==> config.mk <==
export PLATFORM = sky130hd
export DESIGN_NAME = irptx_top
export DESIGN_NICKNAME = d
export VERILOG_FILES = /design/src/include/irptx_pkg.sv /design/src/irptx_top.sv
export SDC_FILE = /design/constraint.sdc
export NUM_CORES = 1
export LEC_CHECK = 0
export ABC_CLOCK_PERIOD_IN_PS = 4150
export BUFFER_PORTS_ARGS = -buffer_cell sky130_fd_sc_hd__buf_2
export CAP_MARGIN = 20
export CORE_MARGIN = 4
export CORE_UTILIZATION = 66
export DETAILED_ROUTE_END_ITERATION = 7
export HOLD_SLACK_MARGIN = 0.1
export PLACE_DENSITY = 0.94
export SYNTH_ARGS = -nofsm -noshare
export SYNTH_HDL_FRONTEND = slang
export SYNTH_SLANG_ARGS = --single-unit
==> constraint.sdc <==
create_clock -name i_mclk -period 4.15 [get_ports i_mclk]
set_input_delay 0 -clock i_mclk [delete_from_list [all_inputs] [get_ports i_mclk]]
set_output_delay 0 -clock i_mclk [all_outputs]
set_load 0.1 [all_outputs]
==> src/include/irptx_pkg.sv <==
// Behaviour
// - A byte in the holding register moves to the shifter, which then serialises it.
// - With holding-empty interrupt enabled, interrupt rises when holding moves to shifter.
// - Enabling the interrupt while holding-empty is pending raises it at once.
// - Holding-empty interrupt can be disabled, then later transfers raise nothing.
// - Status shows holding empty at 0x10 and transmission complete at 0x20.
// - Holding-empty set while holding has no byte, cleared by a new write.
// - Completion flag follows the shifted byte and clears when status is read.
// - Control-status bit 0 enables the serial transmitter.
// - The transmitter must be enabled before bytes can be sent; the pulse timer need not run.
// - Period is denominator, compare is numerator of the pulse-width multiplier.
// - Pulse timer is a modulator making pulses in step with the serial bits.
// - Pulse timer control bit 0 starts the timer, clearing halts it.
// - Third transmitter data register is unused and reads zero.
// - One frame bit is sent every eight bit-rate clock cycles.
// - Optical output is the pulse timer output, OR the serial zero bits while the pulse timer is halted.
// - Same clocks and defaults give a pulse one eighth of a bit wide.
package irptx_pkg;
    // =========================================================
    // Register offsets
    localparam logic [3:0] TX_FUNCTION_SELECT_OFS       = 4'h0;
    localparam logic [3:0] TX_CLOCK_INPUT_SELECT_OFS    = 4'h1;
    localparam logic [3:0] TX_OUTPUT_ROUTE_OFS          = 4'h2;
    localparam logic [3:0] TX_SHIFT_DATA_OFS            = 4'h3;
    localparam logic [3:0] TX_HOLDING_DATA_OFS          = 4'h4;
    localparam logic [3:0] TX_SPARE_DATA_OFS            = 4'h5;
    localparam logic [3:0] TX_CONTROL_STATUS_OFS        = 4'h6;
    localparam logic [3:0] PULSE_FUNCTION_SELECT_OFS    = 4'h7;
    localparam logic [3:0] PULSE_CLOCK_INPUT_SELECT_OFS = 4'h8;
    localparam logic [3:0] PULSE_OUTPUT_ROUTE_OFS       = 4'h9;
    localparam logic [3:0] PULSE_COUNT_VALUE_OFS        = 4'hA;
    localparam logic [3:0] PULSE_PERIOD_VALUE_OFS       = 4'hB;
    localparam logic [3:0] PULSE_COMPARE_VALUE_OFS      = 4'hC;
    localparam logic [3:0] PULSE_CONTROL_OFS            = 4'hD;
    localparam logic [3:0] TX_IRQ_ENABLE_OFS            = 4'hE;
    // =========================================================
    // Field positions
    localparam int TX_ENABLE_BIT      = 0;
    localparam int HOLD_EMPTY_BIT     = 4;
    localparam int TX_COMPLETE_BIT    = 5;
    localparam int PULSE_START_BIT    = 0;
    localparam int IRQ_ENABLE_BIT     = 0;
    localparam logic [7:0] HOLD_EMPTY_MASK  = 8'h10;
    localparam logic [7:0] TX_COMPLETE_MASK = 8'h20;
    // =========================================================
    // Reset values
    localparam logic [7:0] TX_FUNCTION_RST     = 8'h0D;
    localparam logic [7:0] TX_INPUT_RST        = 8'h00;
    localparam logic [7:0] PULSE_FUNCTION_RST  = 8'h21;
    localparam logic [7:0] PULSE_INPUT_RST     = 8'h10;
    localparam logic [7:0] ROUTE_RST           = 8'h00;
    localparam logic [7:0] PULSE_PERIOD_RST    = 8'h07;
    localparam logic [7:0] PULSE_COMPARE_RST   = 8'h01;
    // =========================================================
    // Frame timing
    localparam logic [2:0] SUBTICK_LAST = 3'h7;  // Eight bit-rate ticks per bit
    localparam logic [3:0] FRAME_LAST   = 4'h9;  // Start, eight data, stop
    typedef enum logic {IRPTX_IDLE, IRPTX_SEND} irptx_state_t;
endpackage : irptx_pkg

==> src/irptx_top.sv <==
`timescale 1ns/10ps
`default_nettype none
module irptx_top (
    // Clock and reset
    input  wire logic                  i_mclk,
    input  wire logic                  i_reset,
    // Register port
    input  wire logic [3:0]            i_addr,
    input  wire logic [7:0]            i_wdata,
    input  wire logic                  i_wr,
    input  wire logic                  i_rd,
    output logic      [7:0]            o_rdata,
    // Interrupt and line outputs
    output logic                       o_irq,
    output logic                       o_serial,
    output logic                       o_pulse,
    output logic                       o_optical
);
    import irptx_pkg::*;

    // =========================================================
    // Register storage
    logic [7:0]   tx_function_select;
    logic [7:0]   tx_clock_input_select;
    logic [7:0]   tx_output_route;
    logic [7:0]   pulse_function_select;
    logic [7:0]   pulse_clock_input_select;
    logic [7:0]   pulse_output_route;
    logic [7:0]   pulse_period_value;
    logic [7:0]   pulse_compare_value;

    // Control bits and flags
    logic         pulse_start;
    logic         tx_enable;
    logic         irq_enable;
    logic [7:0]   holding_data;
    logic         holding_empty;
    logic         tx_complete;

    // Transmit datapath and counters
    logic [7:0]   shift_data;
    logic [7:0]   pulse_count;
    irptx_state_t state;
    logic [2:0]   subtick;
    logic [3:0]   frame_bit;
    logic [3:0]   baud_div;
    logic [3:0]   pulse_div;
    // Internal strobes
    logic         bit_tick;
    logic         pulse_tick;
    logic         load_now;
    logic         bit_start;
    logic         bit_zero;
    logic         status_read;
    logic         hold_write;
    logic [7:0]   pulse_elapsed;

    // Strobes decoded from the register index
    assign hold_write  = i_wr && (i_addr == TX_HOLDING_DATA_OFS);
    assign status_read = i_rd && (i_addr == TX_CONTROL_STATUS_OFS);

    // Plain read/write registers
    always_ff @(posedge i_mclk) begin
        if (i_reset) begin
            tx_function_select       <= TX_FUNCTION_RST;
            tx_clock_input_select    <= TX_INPUT_RST;
            tx_output_route          <= ROUTE_RST;
            pulse_function_select    <= PULSE_FUNCTION_RST;
            pulse_clock_input_select <= PULSE_INPUT_RST;
            pulse_output_route       <= ROUTE_RST;
            pulse_period_value       <= PULSE_PERIOD_RST;
            pulse_compare_value      <= PULSE_COMPARE_RST;
            pulse_start              <= 1'b0;
            tx_enable                <= 1'b0;
            irq_enable               <= 1'b0;
        end else if (i_wr) begin
            unique case (i_addr)
                TX_FUNCTION_SELECT_OFS:       tx_function_select <= i_wdata;
                TX_CLOCK_INPUT_SELECT_OFS:    tx_clock_input_select <= i_wdata;
                TX_OUTPUT_ROUTE_OFS:          tx_output_route <= i_wdata;
                PULSE_FUNCTION_SELECT_OFS:    pulse_function_select <= i_wdata;
                PULSE_CLOCK_INPUT_SELECT_OFS: pulse_clock_input_select <= i_wdata;
                PULSE_OUTPUT_ROUTE_OFS:       pulse_output_route <= i_wdata;
                PULSE_PERIOD_VALUE_OFS:       pulse_period_value <= i_wdata;
                PULSE_COMPARE_VALUE_OFS:      pulse_compare_value <= i_wdata;
                PULSE_CONTROL_OFS:            pulse_start <= i_wdata[PULSE_START_BIT];
                TX_CONTROL_STATUS_OFS:        tx_enable <= i_wdata[TX_ENABLE_BIT];
                TX_IRQ_ENABLE_OFS:            irq_enable <= i_wdata[IRQ_ENABLE_BIT];
                default: ;
            endcase
        end
    end

    // Read data, one cycle after the strobe; unmapped reads give zero
    always_ff @(posedge i_mclk) begin
        if (i_reset) begin
            o_rdata <= 8'h00;
        end else if (i_rd) begin
            unique case (i_addr)
                TX_FUNCTION_SELECT_OFS:       o_rdata <= tx_function_select;
                TX_CLOCK_INPUT_SELECT_OFS:    o_rdata <= tx_clock_input_select;
                TX_OUTPUT_ROUTE_OFS:          o_rdata <= tx_output_route;
                TX_SHIFT_DATA_OFS:            o_rdata <= shift_data;
                TX_CONTROL_STATUS_OFS:        o_rdata <= {2'b00, tx_complete, holding_empty,
                                                          3'b000, tx_enable};
                PULSE_FUNCTION_SELECT_OFS:    o_rdata <= pulse_function_select;
                PULSE_CLOCK_INPUT_SELECT_OFS: o_rdata <= pulse_clock_input_select;
                PULSE_OUTPUT_ROUTE_OFS:       o_rdata <= pulse_output_route;
                PULSE_COUNT_VALUE_OFS:        o_rdata <= pulse_count;
                PULSE_PERIOD_VALUE_OFS:       o_rdata <= pulse_period_value;
                PULSE_COMPARE_VALUE_OFS:      o_rdata <= pulse_compare_value;
                PULSE_CONTROL_OFS:            o_rdata <= {7'h00, pulse_start};
                TX_IRQ_ENABLE_OFS:            o_rdata <= {7'h00, irq_enable};
                default:                      o_rdata <= 8'h00;
            endcase
        end else begin
            o_rdata <= 8'h00;
        end
    end

    // =========================================================
    // Clock dividers: low nibble of each input select is divide-by minus one
    always_ff @(posedge i_mclk) begin
        if (i_reset || !tx_enable) begin
            baud_div <= 4'h0;
        end else if (baud_div == 4'h0) begin
            baud_div <= tx_clock_input_select[3:0];
        end else begin
            baud_div <= baud_div - 4'h1;
        end
    end
    assign bit_tick = tx_enable && (baud_div == 4'h0);

    // Pulse divider restarts at each bit start to stay in step
    always_ff @(posedge i_mclk) begin
        if (i_reset || bit_start || !pulse_start) begin
            pulse_div <= pulse_clock_input_select[3:0];
        end else if (pulse_div == 4'h0) begin
            pulse_div <= pulse_clock_input_select[3:0];
        end else begin
            pulse_div <= pulse_div - 4'h1;
        end
    end
    assign pulse_tick = pulse_start && (pulse_div == 4'h0);

    // =========================================================
    // Transmit state machine
    assign load_now  = bit_tick && !holding_empty &&
                       ((state == IRPTX_IDLE) ||
                        (subtick == SUBTICK_LAST && frame_bit == FRAME_LAST));
    assign bit_start = load_now || (bit_tick && state == IRPTX_SEND &&
                                    subtick == SUBTICK_LAST && frame_bit != FRAME_LAST);

    // Frame sequencing, eight ticks per bit
    always_ff @(posedge i_mclk) begin
        if (i_reset) begin
            state      <= IRPTX_IDLE;
            subtick    <= 3'h0;
            frame_bit  <= 4'h0;
            shift_data <= 8'h00;
        end else if (load_now) begin
            state      <= IRPTX_SEND;
            subtick    <= 3'h0;
            frame_bit  <= 4'h0;
            shift_data <= holding_data;
        end else if (bit_tick && state == IRPTX_SEND) begin
            subtick <= subtick + 3'h1;
            if (subtick == SUBTICK_LAST) begin
                if (frame_bit == FRAME_LAST) begin
                    state <= IRPTX_IDLE;
                end else begin
                    frame_bit <= frame_bit + 4'h1;
                end
                if (frame_bit != 4'h0 && frame_bit != FRAME_LAST) begin
                    shift_data <= {1'b0, shift_data[7:1]};
                end
            end
        end
    end

    // Serial line: start low, data LSB first, stop and idle high
    always_ff @(posedge i_mclk) begin
        if (i_reset) begin
            o_serial <= 1'b1;
        end else if (load_now) begin
            o_serial <= 1'b0;
        end else if (bit_tick && state == IRPTX_SEND && subtick == SUBTICK_LAST) begin
            if (frame_bit == FRAME_LAST) begin
                o_serial <= 1'b1;
            end else if (frame_bit == 4'h8) begin
                o_serial <= 1'b1;                                       // Stop bit
            end else if (frame_bit == 4'h0) begin
                o_serial <= shift_data[0];
            end else begin
                o_serial <= shift_data[1];
            end
        end
    end
    // Low line inside a frame marks a zero bit
    assign bit_zero = (state == IRPTX_SEND) && !o_serial;

    // Holding register and empty flag; a write wins over the transfer
    always_ff @(posedge i_mclk) begin
        if (i_reset) begin
            holding_data  <= 8'h00;
            holding_empty <= 1'b1;
        end else if (hold_write) begin
            holding_data  <= i_wdata;
            holding_empty <= 1'b0;
        end else if (load_now) begin
            holding_empty <= 1'b1;
        end
    end

    // Completion flag: set by a transfer, cleared by a status read, set wins
    always_ff @(posedge i_mclk) begin
        if (i_reset) begin
            tx_complete <= 1'b0;
        end else if (load_now) begin
            tx_complete <= 1'b1;
        end else if (status_read) begin
            tx_complete <= 1'b0;
        end
    end

    // Interrupt level: empty holding register gated by enable
    always_ff @(posedge i_mclk) begin
        if (i_reset) begin
            o_irq <= 1'b0;
        end else begin
            o_irq <= irq_enable && (holding_empty || load_now);
        end
    end

    // =========================================================
    // Pulse width timer: reloads each bit, counts down on pulse ticks
    always_ff @(posedge i_mclk) begin
        if (i_reset || !pulse_start) begin
            pulse_count <= 8'h00;
        end else if (bit_start) begin
            pulse_count <= pulse_period_value;
        end else if (pulse_tick && pulse_count != 8'h00) begin
            pulse_count <= pulse_count - 8'h01;
        end
    end
    // Pulse ticks spent since the bit began
    assign pulse_elapsed = pulse_period_value - pulse_count;

    // Pulse high for the first compare ticks of each zero bit
    always_ff @(posedge i_mclk) begin
        if (i_reset) begin
            o_pulse <= 1'b0;
        end else begin
            o_pulse <= pulse_start && bit_zero && !bit_start &&
                       (pulse_elapsed < pulse_compare_value);
        end
    end

    // Combined optical output; serial contributes its zero bits only
    // while the pulse timer is halted
    always_ff @(posedge i_mclk) begin
        if (i_reset) begin
            o_optical <= 1'b0;
        end else begin
            o_optical <= o_pulse | (!pulse_start && bit_zero);
        end
    end

    // =========================================================
    // Checks

    // A transfer empties holding and marks the byte in flight
    a_empty_on_load: assert property (
        @(posedge i_mclk) disable iff (i_reset)
        load_now && !hold_write |=> holding_empty && tx_complete)
        else $error("transfer did not empty holding and set complete");

    // Enabled interrupt follows a transfer
    a_irq_on_load: assert property (
        @(posedge i_mclk) disable iff (i_reset)
        irq_enable && load_now |=> o_irq)
        else $error("no interrupt on holding transfer");

    // Pending empty shows as soon as the enable lands
    a_irq_pending: assert property (
        @(posedge i_mclk) disable iff (i_reset)
        $rose(irq_enable) && holding_empty && !hold_write |=> o_irq)
        else $error("pending empty not signalled on enable");

    // Disabled interrupt stays low
    a_irq_masked: assert property (
        @(posedge i_mclk) disable iff (i_reset)
        !irq_enable |=> !o_irq)
        else $error("interrupt while disabled");

    // A holding write always fills the register
    a_write_clears_empty: assert property (
        @(posedge i_mclk) disable iff (i_reset)
        hold_write |=> !holding_empty)
        else $error("write left holding empty");

    // Status read clears completion unless a transfer coincides
    a_read_clears_done: assert property (
        @(posedge i_mclk) disable iff (i_reset)
        status_read && !load_now |=> !tx_complete)
        else $error("status read did not clear complete");

    // Status bits read back at their masks
    a_status_layout: assert property (
        @(posedge i_mclk) disable iff (i_reset)
        status_read |=> o_rdata[HOLD_EMPTY_BIT] == $past(holding_empty)
        && o_rdata[TX_COMPLETE_BIT] == $past(tx_complete))
        else $error("status bits misplaced");

    // Nothing moves while the transmitter is off
    a_disabled_idle: assert property (
        @(posedge i_mclk) disable iff (i_reset)
        !tx_enable |-> !load_now)
        else $error("transfer while transmitter disabled");

    // Spare register reads zero
    a_spare_zero: assert property (
        @(posedge i_mclk) disable iff (i_reset)
        i_rd && i_addr == TX_SPARE_DATA_OFS |=> o_rdata == 8'h00)
        else $error("spare register not zero");

    // Frame opens with a low start bit
    a_start_low: assert property (
        @(posedge i_mclk) disable iff (i_reset)
        load_now |=> !o_serial)
        else $error("start bit not low");

    // No pulse during a one bit
    a_quiet_ones: assert property (
        @(posedge i_mclk) disable iff (i_reset)
        o_serial |=> !o_pulse)
        else $error("pulse during a one bit");

    // Halted timer holds count and output at zero
    a_halted_timer: assert property (
        @(posedge i_mclk) disable iff (i_reset)
        !pulse_start |=> pulse_count == 8'h00 && !o_pulse)
        else $error("timer runs while halted");

    // Timer pulses reach the optical output
    a_or_output: assert property (
        @(posedge i_mclk) disable iff (i_reset)
        pulse_start && o_pulse |=> o_optical)
        else $error("pulse missing on optical output");

    // The line only changes where a bit begins
    a_bit_hold: assert property (
        @(posedge i_mclk) disable iff (i_reset)
        !bit_start |=> $stable(o_serial))
        else $error("serial line changed inside a bit");

    // Stop bit is high for its whole length
    a_stop_high: assert property (
        @(posedge i_mclk) disable iff (i_reset)
        state == IRPTX_SEND && frame_bit == FRAME_LAST |-> o_serial)
        else $error("stop bit not high");

    // First data bit is the least significant one
    a_lsb_first: assert property (
        @(posedge i_mclk) disable iff (i_reset)
        bit_start && state == IRPTX_SEND && frame_bit == 4'h0 |=> o_serial == $past(shift_data[0]))
        else $error("first data bit not least significant");

    // Default settings give a pulse of one tick
    a_pulse_width: assert property (
        @(posedge i_mclk) disable iff (i_reset)
        pulse_compare_value == PULSE_COMPARE_RST && pulse_period_value == PULSE_PERIOD_RST
        && pulse_clock_input_select[3:0] == 4'h0 && o_pulse |=> !o_pulse)
        else $error("default pulse longer than one tick");
endmodule : irptx_top
`default_nettype wire

# Yosys cells after proc, flatten, opt, wreduce, memory -nomap -nowiden

Index checks and enable logic that the tools add are counted.

Output and inout bits: 12
Word-level logic and storage cells: 137
Register bits after elaboration: 121
Bits of input ports: 16

$lt $le $gt $ge: 1
$add $sub $neg: 6
Bitwise logic cells: 4
Equality and inequality tests: 17
Muxes and demuxes: 23
Reductions and logical operators: 60

Operators with widths:

| kind                                                                   | count |
|---|---|
| 8-bit case mux with 13 select lines                                    | 1 |
| 8-bit 2-to-1 mux                                                       | 6 |
| 4-bit equality test (second input constant)                            | 9 |
| 2-bit AND reduction                                                    | 11 |
| 1-bit logical AND                                                      | 18 |
| 4-bit logical NOT                                                      | 4 |
| 2-bit nonzero test                                                     | 8 |
| 1-bit 2-to-1 mux                                                       | 13 |
| 4-bit by 3-bit equality test with 1-bit output (second input constant) | 3 |
| 4-bit 2-to-1 mux                                                       | 3 |
| 3-bit AND reduction                                                    | 3 |
| 4-bit by 2-bit equality test with 1-bit output (second input constant) | 2 |
| 8-bit < comparator                                                     | 1 |
| 8-bit nonzero test                                                     | 1 |
| 4-bit by 1-bit subtractor with 4-bit output (second input constant)    | 2 |
| 8-bit by 1-bit subtractor with 8-bit output (second input constant)    | 1 |
| 8-bit subtractor                                                       | 1 |
| 1-bit logical OR                                                       | 7 |
| 1-bit logical NOT                                                      | 5 |
| 4-bit by 1-bit adder with 4-bit output (second input constant)         | 1 |
| 4-bit by 1-bit equality test with 1-bit output (second input constant) | 1 |
| 4-bit inequality test (second input constant)                          | 1 |
| 4-bit nonzero test                                                     | 1 |
| 2-bit OR reduction                                                     | 2 |
| 4 further kinds                                                        | 6 |

# Longest topological paths before layout

Gate-level depths: netlist of run 1.

Word-level depth: 9
Mapped depth: 14
Mapped depth without buffers: 14

# Worst setup path before layout of run 1

Ideal clock, no wire load.

Path kind: flip-flop to flip-flop
From: register pulse_count[0]
To: register o_pulse
Path buffers: 0
Setup time: 0.074 ns
Cell stages (with the launch flop): 14
Required time: 4.076 ns
Arrival time: 2.568 ns
Slack: 1.508 ns
Clock period less this slack: 2.642 ns
Cells stage by stage: dfxtp_1 > ha_1 > inv_1 > fa_1 > a21o_1 > a21oi_1 > o21bai_1 > a21oi_1 > xnor2_1 > ha_1 > a21o_1 > a211oi_1 > nand4_1 > a31oi_1

Cells in the longest elaborated chain, start to end: 3

Ends and longest elaborated chain:

| what                   | RTL line         | text |
|---|---|---|
| from (decl)            | irptx_top.sv:42  | `logic [7:0] pulse_count;` |
| from (signal assigned) | irptx_top.sv:241 | `pulse_count <= pulse_period_value;` |
| from (signal assigned) | irptx_top.sv:243 | `pulse_count <= pulse_count - 8'h01;` |
| 8-bit subtractor       | irptx_top.sv:247 | `assign pulse_elapsed = pulse_period_value - pulse_count;` |
| 8-bit < comparator     | irptx_top.sv:255 | `(pulse_elapsed < pulse_compare_value);` |
| 1-bit logical AND      | irptx_top.sv:254 | `o_pulse <= pulse_start && bit_zero && !bit_start &&` |
| to (signal assigned)   | irptx_top.sv:254 |  |
| to (decl)              | irptx_top.sv:16  | `output logic o_pulse,` |

Every way passes these cells.
A chain may end at the register's enable or synchronous reset.

# Worst setup path in the final report of run 1

Ends and elaborated chain as after synthesis.

==> run summary, run 1 <==
Max cap viols -> 0
Synth Cell Area -> 6200 um2
CTS Root Cell -> clkbuf_8
Number of synthesized flops with an enable pin -> 0
Post-route core utilization -> 75.8%
Critical path destination -> o_pulse
Synthesized area per cell -> 8.77 um2
Cell-internal power -> 2.13 mW
Cells after Synth -> 707
Most frequent cells in the layout -> dfxtp_1, nor2_1, nand2_1
Power, Total -> 2.78 mW
Area contributors post-synth -> dfxtp_1, mux2i_1, nor2_1
Slew @ Worst Pin -> 1.10 ns
Worst hold stages -> 3
Hold Crit Class -> input pin to register
Vias per std cell -> 6.76
Pre-CTS WS -> 1.15 ns
GR Overflow Total -> 0
Headroom to the max-slew limit -> 26.9%
Vias post-DR -> 5741
Commonest non-fill, non-tap cell in the layout -> dfxtp_1
CP Max Fanout -> 6
Setup TNS -> 0 ns
Vias in the first global route -> 5689
Post-synth top area cell -> dfxtp_1
Synth Register Bits -> 121
Leakage -> 2.68 nW
Final Cycle Share -> 74.2%
Setup violators final -> 0
Worst reg2reg endpoint -> o_pulse
Area Growth Syn to Fin -> 12.4%
Fin. max-slew vios -> 0
GR Util All Layers -> 34.1%
Initial DRC count -> 706
Post-route cell area -> 6970 um2
Antenna violations before repair -> 1
Reg power frac -> 42.6%
Residual DRC -> 1
Leading register cell type out of synthesis -> dfxtp_1
Fin cells -> 849
Initial core utilization -> 67.4%
Fin crit period -> 3.08 ns
Die W -> 105 um
Failing checks -> design-rule violations
Worst Setup Path Type -> register to register
FP Rows -> 35
Final clock skew -> 0.00894 ns
Crit path DAT -> 3.53 ns
FF-to-FF path depth -> 13
R2r setup slk -> 1.07 ns
Worst Path Required -> 4.60 ns
Critical Path End Type -> register
Final Hold Violating Endpoints -> 0
Clock power share -> 50.5%
Placed Cells incl. Taps -> 805
R2r startpoint -> pulse_count[0]
Die H -> 105 um
Library cells used by synthesis -> 71
Clk_lat worst skew -> 0.52 ns
DP Area -> 6290 um2
Pre-antenna DRT Iters -> 8
Gpl congestion -> 1.02
Largest net degree at the start of global routing -> 61
Fin nets -> 766
CTS tree -> yes
Pwr Density -> 399 nW/um2
Yosys top cell area share -> 39.1%
Routed WL -> 18.4 mm
Worst-path clk slew -> 0.06 ns
H-tree Lvls -> 4
Syn nets -> 748
CTS max path bufs -> 2
Worst VDD drop -> 0.000288 V
CTS sink cnt -> 121
Placed wire-length estimate -> 12.4 mm
Psw -> 653 uW
Setup bufs post-CTS -> 0
Max Fclk -> 325 MHz
Inserted Clock Buffers -> 17
Core box area -> 9200 um2
Post-synthesis sequential area ratio -> 39.1%
Status -> finished, violations left
Io pins -> 28
Sw Share -> 23.5%
Logic pwr share -> 6.9%
Final setup margin -> 1.07 ns
Post-synth ARST share -> 0%
Yosys warnings -> 0
RSZ-0062 raised after global routing -> no
Total Die Area -> 11000 um2
ANT nets after route -> 0
I/O Buffers -> 27
Layout cell share with drive strength beyond 1 -> 12.1%
CP Launch Type -> register
Crit path from -> pulse_count[0]
First-pass GRT wire length -> 29.6 mm
DR WL/cell -> 21.7 um
Hold Slack -> 0.141 ns
critical path, cell delays in order, from the launching register on:
cell and delay [ns]:
dfxtp_1 0.45, ha_1 0.19, inv_1 0.06, fa_1 0.41
a21o_1 0.18, a21oi_1 0.23, o21bai_1 0.09, a21oi_1 0.20
xnor2_1 0.14, ha_1 0.26, a21o_1 0.19, a211oi_1 0.28
nand4_1 0.14, a31oi_1 0.18
final cells by class:
cell class | count | area, um2
diodes | 1 | 2.50
repair buffers | 41 | 270
well taps | 111 | 139
multi-input cells | 515 | 3470
inverters | 29 | 109
flip-flops and latches | 121 | 2420
clock inverters | 8 | 95.1
fillers | 603 | 2230
clock buffers | 23 | 467
metal layers:
layer	share of wire (%)	routed length, um	global-route usage, %
met2	47	8640	54.4
met4	6.5	1200	21.0
met1	36	6620	40.3
met3	11	1980	10.1
met5	0	0	0
power by group through the flow:
stage,logic [mW],clock network (mW),registers (mW)
2_1_floorplan,0.121,0,1.22
3_3_place_gp,0.171,0,1.21
3_5_place_dp,0.177,0,1.21
4_1_cts,0.187,1.40,1.18
5_1_grt,0.205,1.46,1.19
6_report,0.193,1.40,1.18
worst min path at each step:
stage | from | endpoint | slack (ns)
CTS | i_addr[2] | o_rdata[5] | 0.11
floorplan | i_wdata[0] | pulse_compare_value[0] | 0.12
global placement | i_wdata[2] | pulse_function_select[2] | 0.37
global route | i_addr[2] | o_rdata[5] | 0.15
finish | i_addr[2] | o_rdata[5] | 0.14
detailed placement | i_rd | tx_complete | 0.38
cells in the mapped netlist (7+ instances only):
cell	number
nor2b_1	15
nand2b_1	9
a21oi_1	56
buf_2	13
nand2_1	70
inv_1	29
dfxtp_1	121
o21ai_0	23
mux2i_1	62
ha_1	24
a211o_1	8
nand3_1	14
clkbuf_1	23
nor2_1	88
a22oi_1	16
a211oi_1	7
xnor2_1	11
kinds of logic after synthesis:
family | Yosys count | synth area share (%)
adder cells (fa/ha/maj) | 25 | 5.17
multiplexers | 73 | 12.7
flip-flops | 121 | 39.1
XOR/XNOR | 16 | 2.26
buffers and inverters | 71 | 5.04
AO/OA/AOI/OAI | 153 | 16.1
AND/OR/NAND/NOR | 248 | 19.7
repair_timing:
| action | 4_1_cts | 5_1_grt |
|---|---|---|
| gates resized for setup | 0 | 0 |
| endpoints found under the hold margin | 84 | 0 |
| hold buffers | 12 | 0 |
(Power assumes the default switching activity.)
==> inputs of run 2 (changes only) <==
- ABC_CLOCK_PERIOD_IN_PS: 4150 -> 3060
- CORE_UTILIZATION: 66 -> 62
- PLACE_DENSITY: 0.94 -> 0.89
- clock period: 4.15 -> 3.06 ns (I/O delays scaled with it)
==> run 2 against run 1 <==
The run now ends clean. Clock power grew 49%. Maximum frequency grew 8.0%. Clock-buffer cell count shrank 3. Critical path depth grew 1. Sequential share of layout area shrank 0.73 points. Register-to-register slack lost 0.86 ns. Core utilization shrank 2.9 points. Clock skew is essentially flat. Critical endpoint unchanged. Largest cell class unchanged. Largest power group unchanged.
==> run summary, run 2 (same netlist as run 1, synthesis figures left out) <==
Worst hold stages -> 3 (unchanged)
Layout cell share with drive strength beyond 1 -> 13.2% (+1.1 points)
Fin nets -> 773 (+0.91%)
R2r startpoint -> pulse_period_value[0]
Residual DRC -> 0 (-1)
Io pins -> 28 (unchanged)
Area of the multi-input gates -> 3470 um2 (+0.25%)
Max cap viols -> 0 (unchanged)
Initial core utilization -> 63.4% (-4.0 points)
Worst Path Required -> 3.52 ns (-1.08 ns)
Leakage -> 2.73 nW (+1.8%)
CTS Root Cell -> clkbuf_8
Area Growth Syn to Fin -> 14.8%
Post-route cell area -> 7120 um2 (+2.2%)
First-pass GRT wire length -> 29.1 mm (-1.7%)
Most frequent cells in the layout -> dfxtp_1, nor2_1, nand2_1
Gpl congestion -> 1.01 (-1.0%)
Final Hold Violating Endpoints -> 0 (unchanged)
Worst reg2reg endpoint -> o_pulse
R2r setup slk -> 0.21 ns (-0.86 ns)
Status -> completed
Antenna violations before repair -> 0 (-1)
Hold endpoint -> o_rdata[5]
Core box area -> 9770 um2 (+6.3%)
Vias in the first global route -> 5546 (-2.5%)
Worst Setup Path Type -> register to register
Pre-antenna DRT Iters -> 6 (-2)
FP Rows -> 36 (+2.9%)
CTS sink cnt -> 121 (unchanged)
H-tree Lvls -> 4 (unchanged)
Initial DRC count -> 675 (-4.4%)
GR Overflow Total -> 0 (unchanged)
Reg area -> 2420 um2 (unchanged)
Commonest non-fill, non-tap cell in the layout -> dfxtp_1
Headroom to the max-slew limit -> 49.5% (+23 points)
RSZ-0062 raised after global routing -> no
Inserted Clock Buffers -> 17 (unchanged)
Setup TNS -> 0 ns (unchanged)
ANT nets after route -> 0 (unchanged)
Largest net degree at the start of global routing -> 48 (-21%)
Setup bufs post-CTS -> 0 (unchanged)
Worst VDD drop -> 0.000385 V (+34%)
Worst-path clk slew -> 0.06 ns (about the same)
Layout fillers -> 684 (+13%)
Antenna Cells -> 0 (-1)
Routed WL -> 18.0 mm (-2.3%)
Vias post-DR -> 5671 (-1.2%)
CTS max path bufs -> 2 (unchanged)
Critical Path End Type -> register
Final clock skew -> 0.00873 ns (-0.000212 ns)
Die W -> 108 um (+2.9%)
Max Fclk -> 351 MHz (+8.0%)
Total Die Area -> 11700 um2 (+5.9%)
CP Launch Type -> register
DR WL/cell -> 20.5 um (-5.5%)
Die H -> 108 um (+2.9%)
Hold wc startpoint -> i_addr[0]
DP Area -> 6340 um2 (+0.92%)
Slew @ Worst Pin -> 0.755 ns (-0.342 ns)
Hold Crit Class -> input pin to register
Pwr Density -> 556 nW/um2 (+39%)
CTS tree -> yes
Clk_lat worst skew -> 0.53 ns (about the same)
Final Cycle Share -> 93.1% (+19 points)
GR Util All Layers -> 32.5% (-1.6 points)
CP Max Fanout -> 3 (-3)
Placed wire-length estimate -> 12.3 mm (-0.99%)
Crit path DAT -> 3.31 ns (-0.22 ns)
FF-to-FF path depth -> 14 (+1)
Setup violators final -> 0 (unchanged)
Fin. max-slew vios -> 0 (unchanged)
Fin crit period -> 2.85 ns (-0.228 ns)
Vias per std cell -> 6.46 (-4.5%)
I/O Buffers -> 27 (unchanged)
==> run 2: changes by cell type in the layout (fill, tap and decap cells not counted), sizes merged <==
cell	change
diode	-1
bufinv	+2
clkinvlp	+3
dlygate4sd3	+3
clkinv	-1
clkbuf	-3
buf	+4
==> run 2: repair_timing <==
item	4_1_cts	5_1_grt
hold buffers	15	0
hold endpoints to repair	85	0
resized for setup	0	2
endpoints found under the setup margin	0	1
==> run 2: per-layer routing <==
metal,vias up,wire [um],part of all wire [%],track usage [%]
met2,376,8450,47,52.4
met5,-,0,0,0
met3,95,1720,9.5,7.04
met4,0,1020,5.6,19.8
li1,2535,-,-,-
met1,2665,6840,38,39.8
==> run 2: metrics by stage <==
| step | cells | hold WS, ns | worst slack, ns | total power [mW] | utilization, % |
|---|---|---|---|---|---|
| after CTS | 878 | 0.161 | 0.0931 | 3.94 | 72.8 |
| after global routing | 878 | 0.196 | 0.0131 | 4.06 | 72.8 |
| after detailed placement | 831 | 0.356 | 0.145 | 1.88 | 64.9 |
| after floorplan | 707 | 0.118 | 0.418 | 1.81 | - |
| final | 878 | 0.188 | 0.211 | 3.96 | 72.8 |
| after global placement | 831 | 0.359 | 0.305 | 1.87 | 64.9 |
==> run 2: worst max-delay path by stage <==
stage	start	to	slack [ns]
2_1_floorplan	pulse_count[0]	o_pulse	0.42
3_3_place_gp	pulse_period_value[0]	o_pulse	0.30
3_5_place_dp	pulse_period_value[0]	o_pulse	0.14
4_1_cts	pulse_period_value[0]	o_pulse	0.09
5_1_grt	pulse_period_value[0]	o_pulse	0.01
6_report	pulse_period_value[0]	o_pulse	0.21
==> run 2: layout make-up <==
| class | count | area share (%) |
|---|---|---|
| Inverter | 29 | 1.53 |
| Clock inverter | 12 | 2.42 |
| Timing Repair Buffer | 48 | 4.64 |
| Tap cell | 133 | 2.34 |
| Clock buffer | 20 | 6.26 |
| Sequential cell | 121 | 34.0 |
| Multi-Input combinational cell | 515 | 48.8 |
==> run 2: where the power goes <==
part | total (mW) | internal, mW | switching (mW)
registers | 1.61 | 1.59 | 0.0128
logic | 0.267 | 0.0856 | 0.181
clock network | 2.09 | 1.36 | 0.727
total | 3.96 | 3.04 | 0.921
==> run 2: critical path, stage by stage, from the launching register on <==
cell      delay [ns]
dfxtp_1         0.33
inv_1           0.11
ha_1            0.15
inv_1           0.06
fa_1            0.39
a21o_1          0.19
a21oi_2         0.16
o21bai_1        0.08
a21oi_1         0.16
xnor2_1         0.14
ha_1            0.26
a21o_1          0.19
a211oi_2        0.23
nand4_1         0.14
a31oi_1         0.19
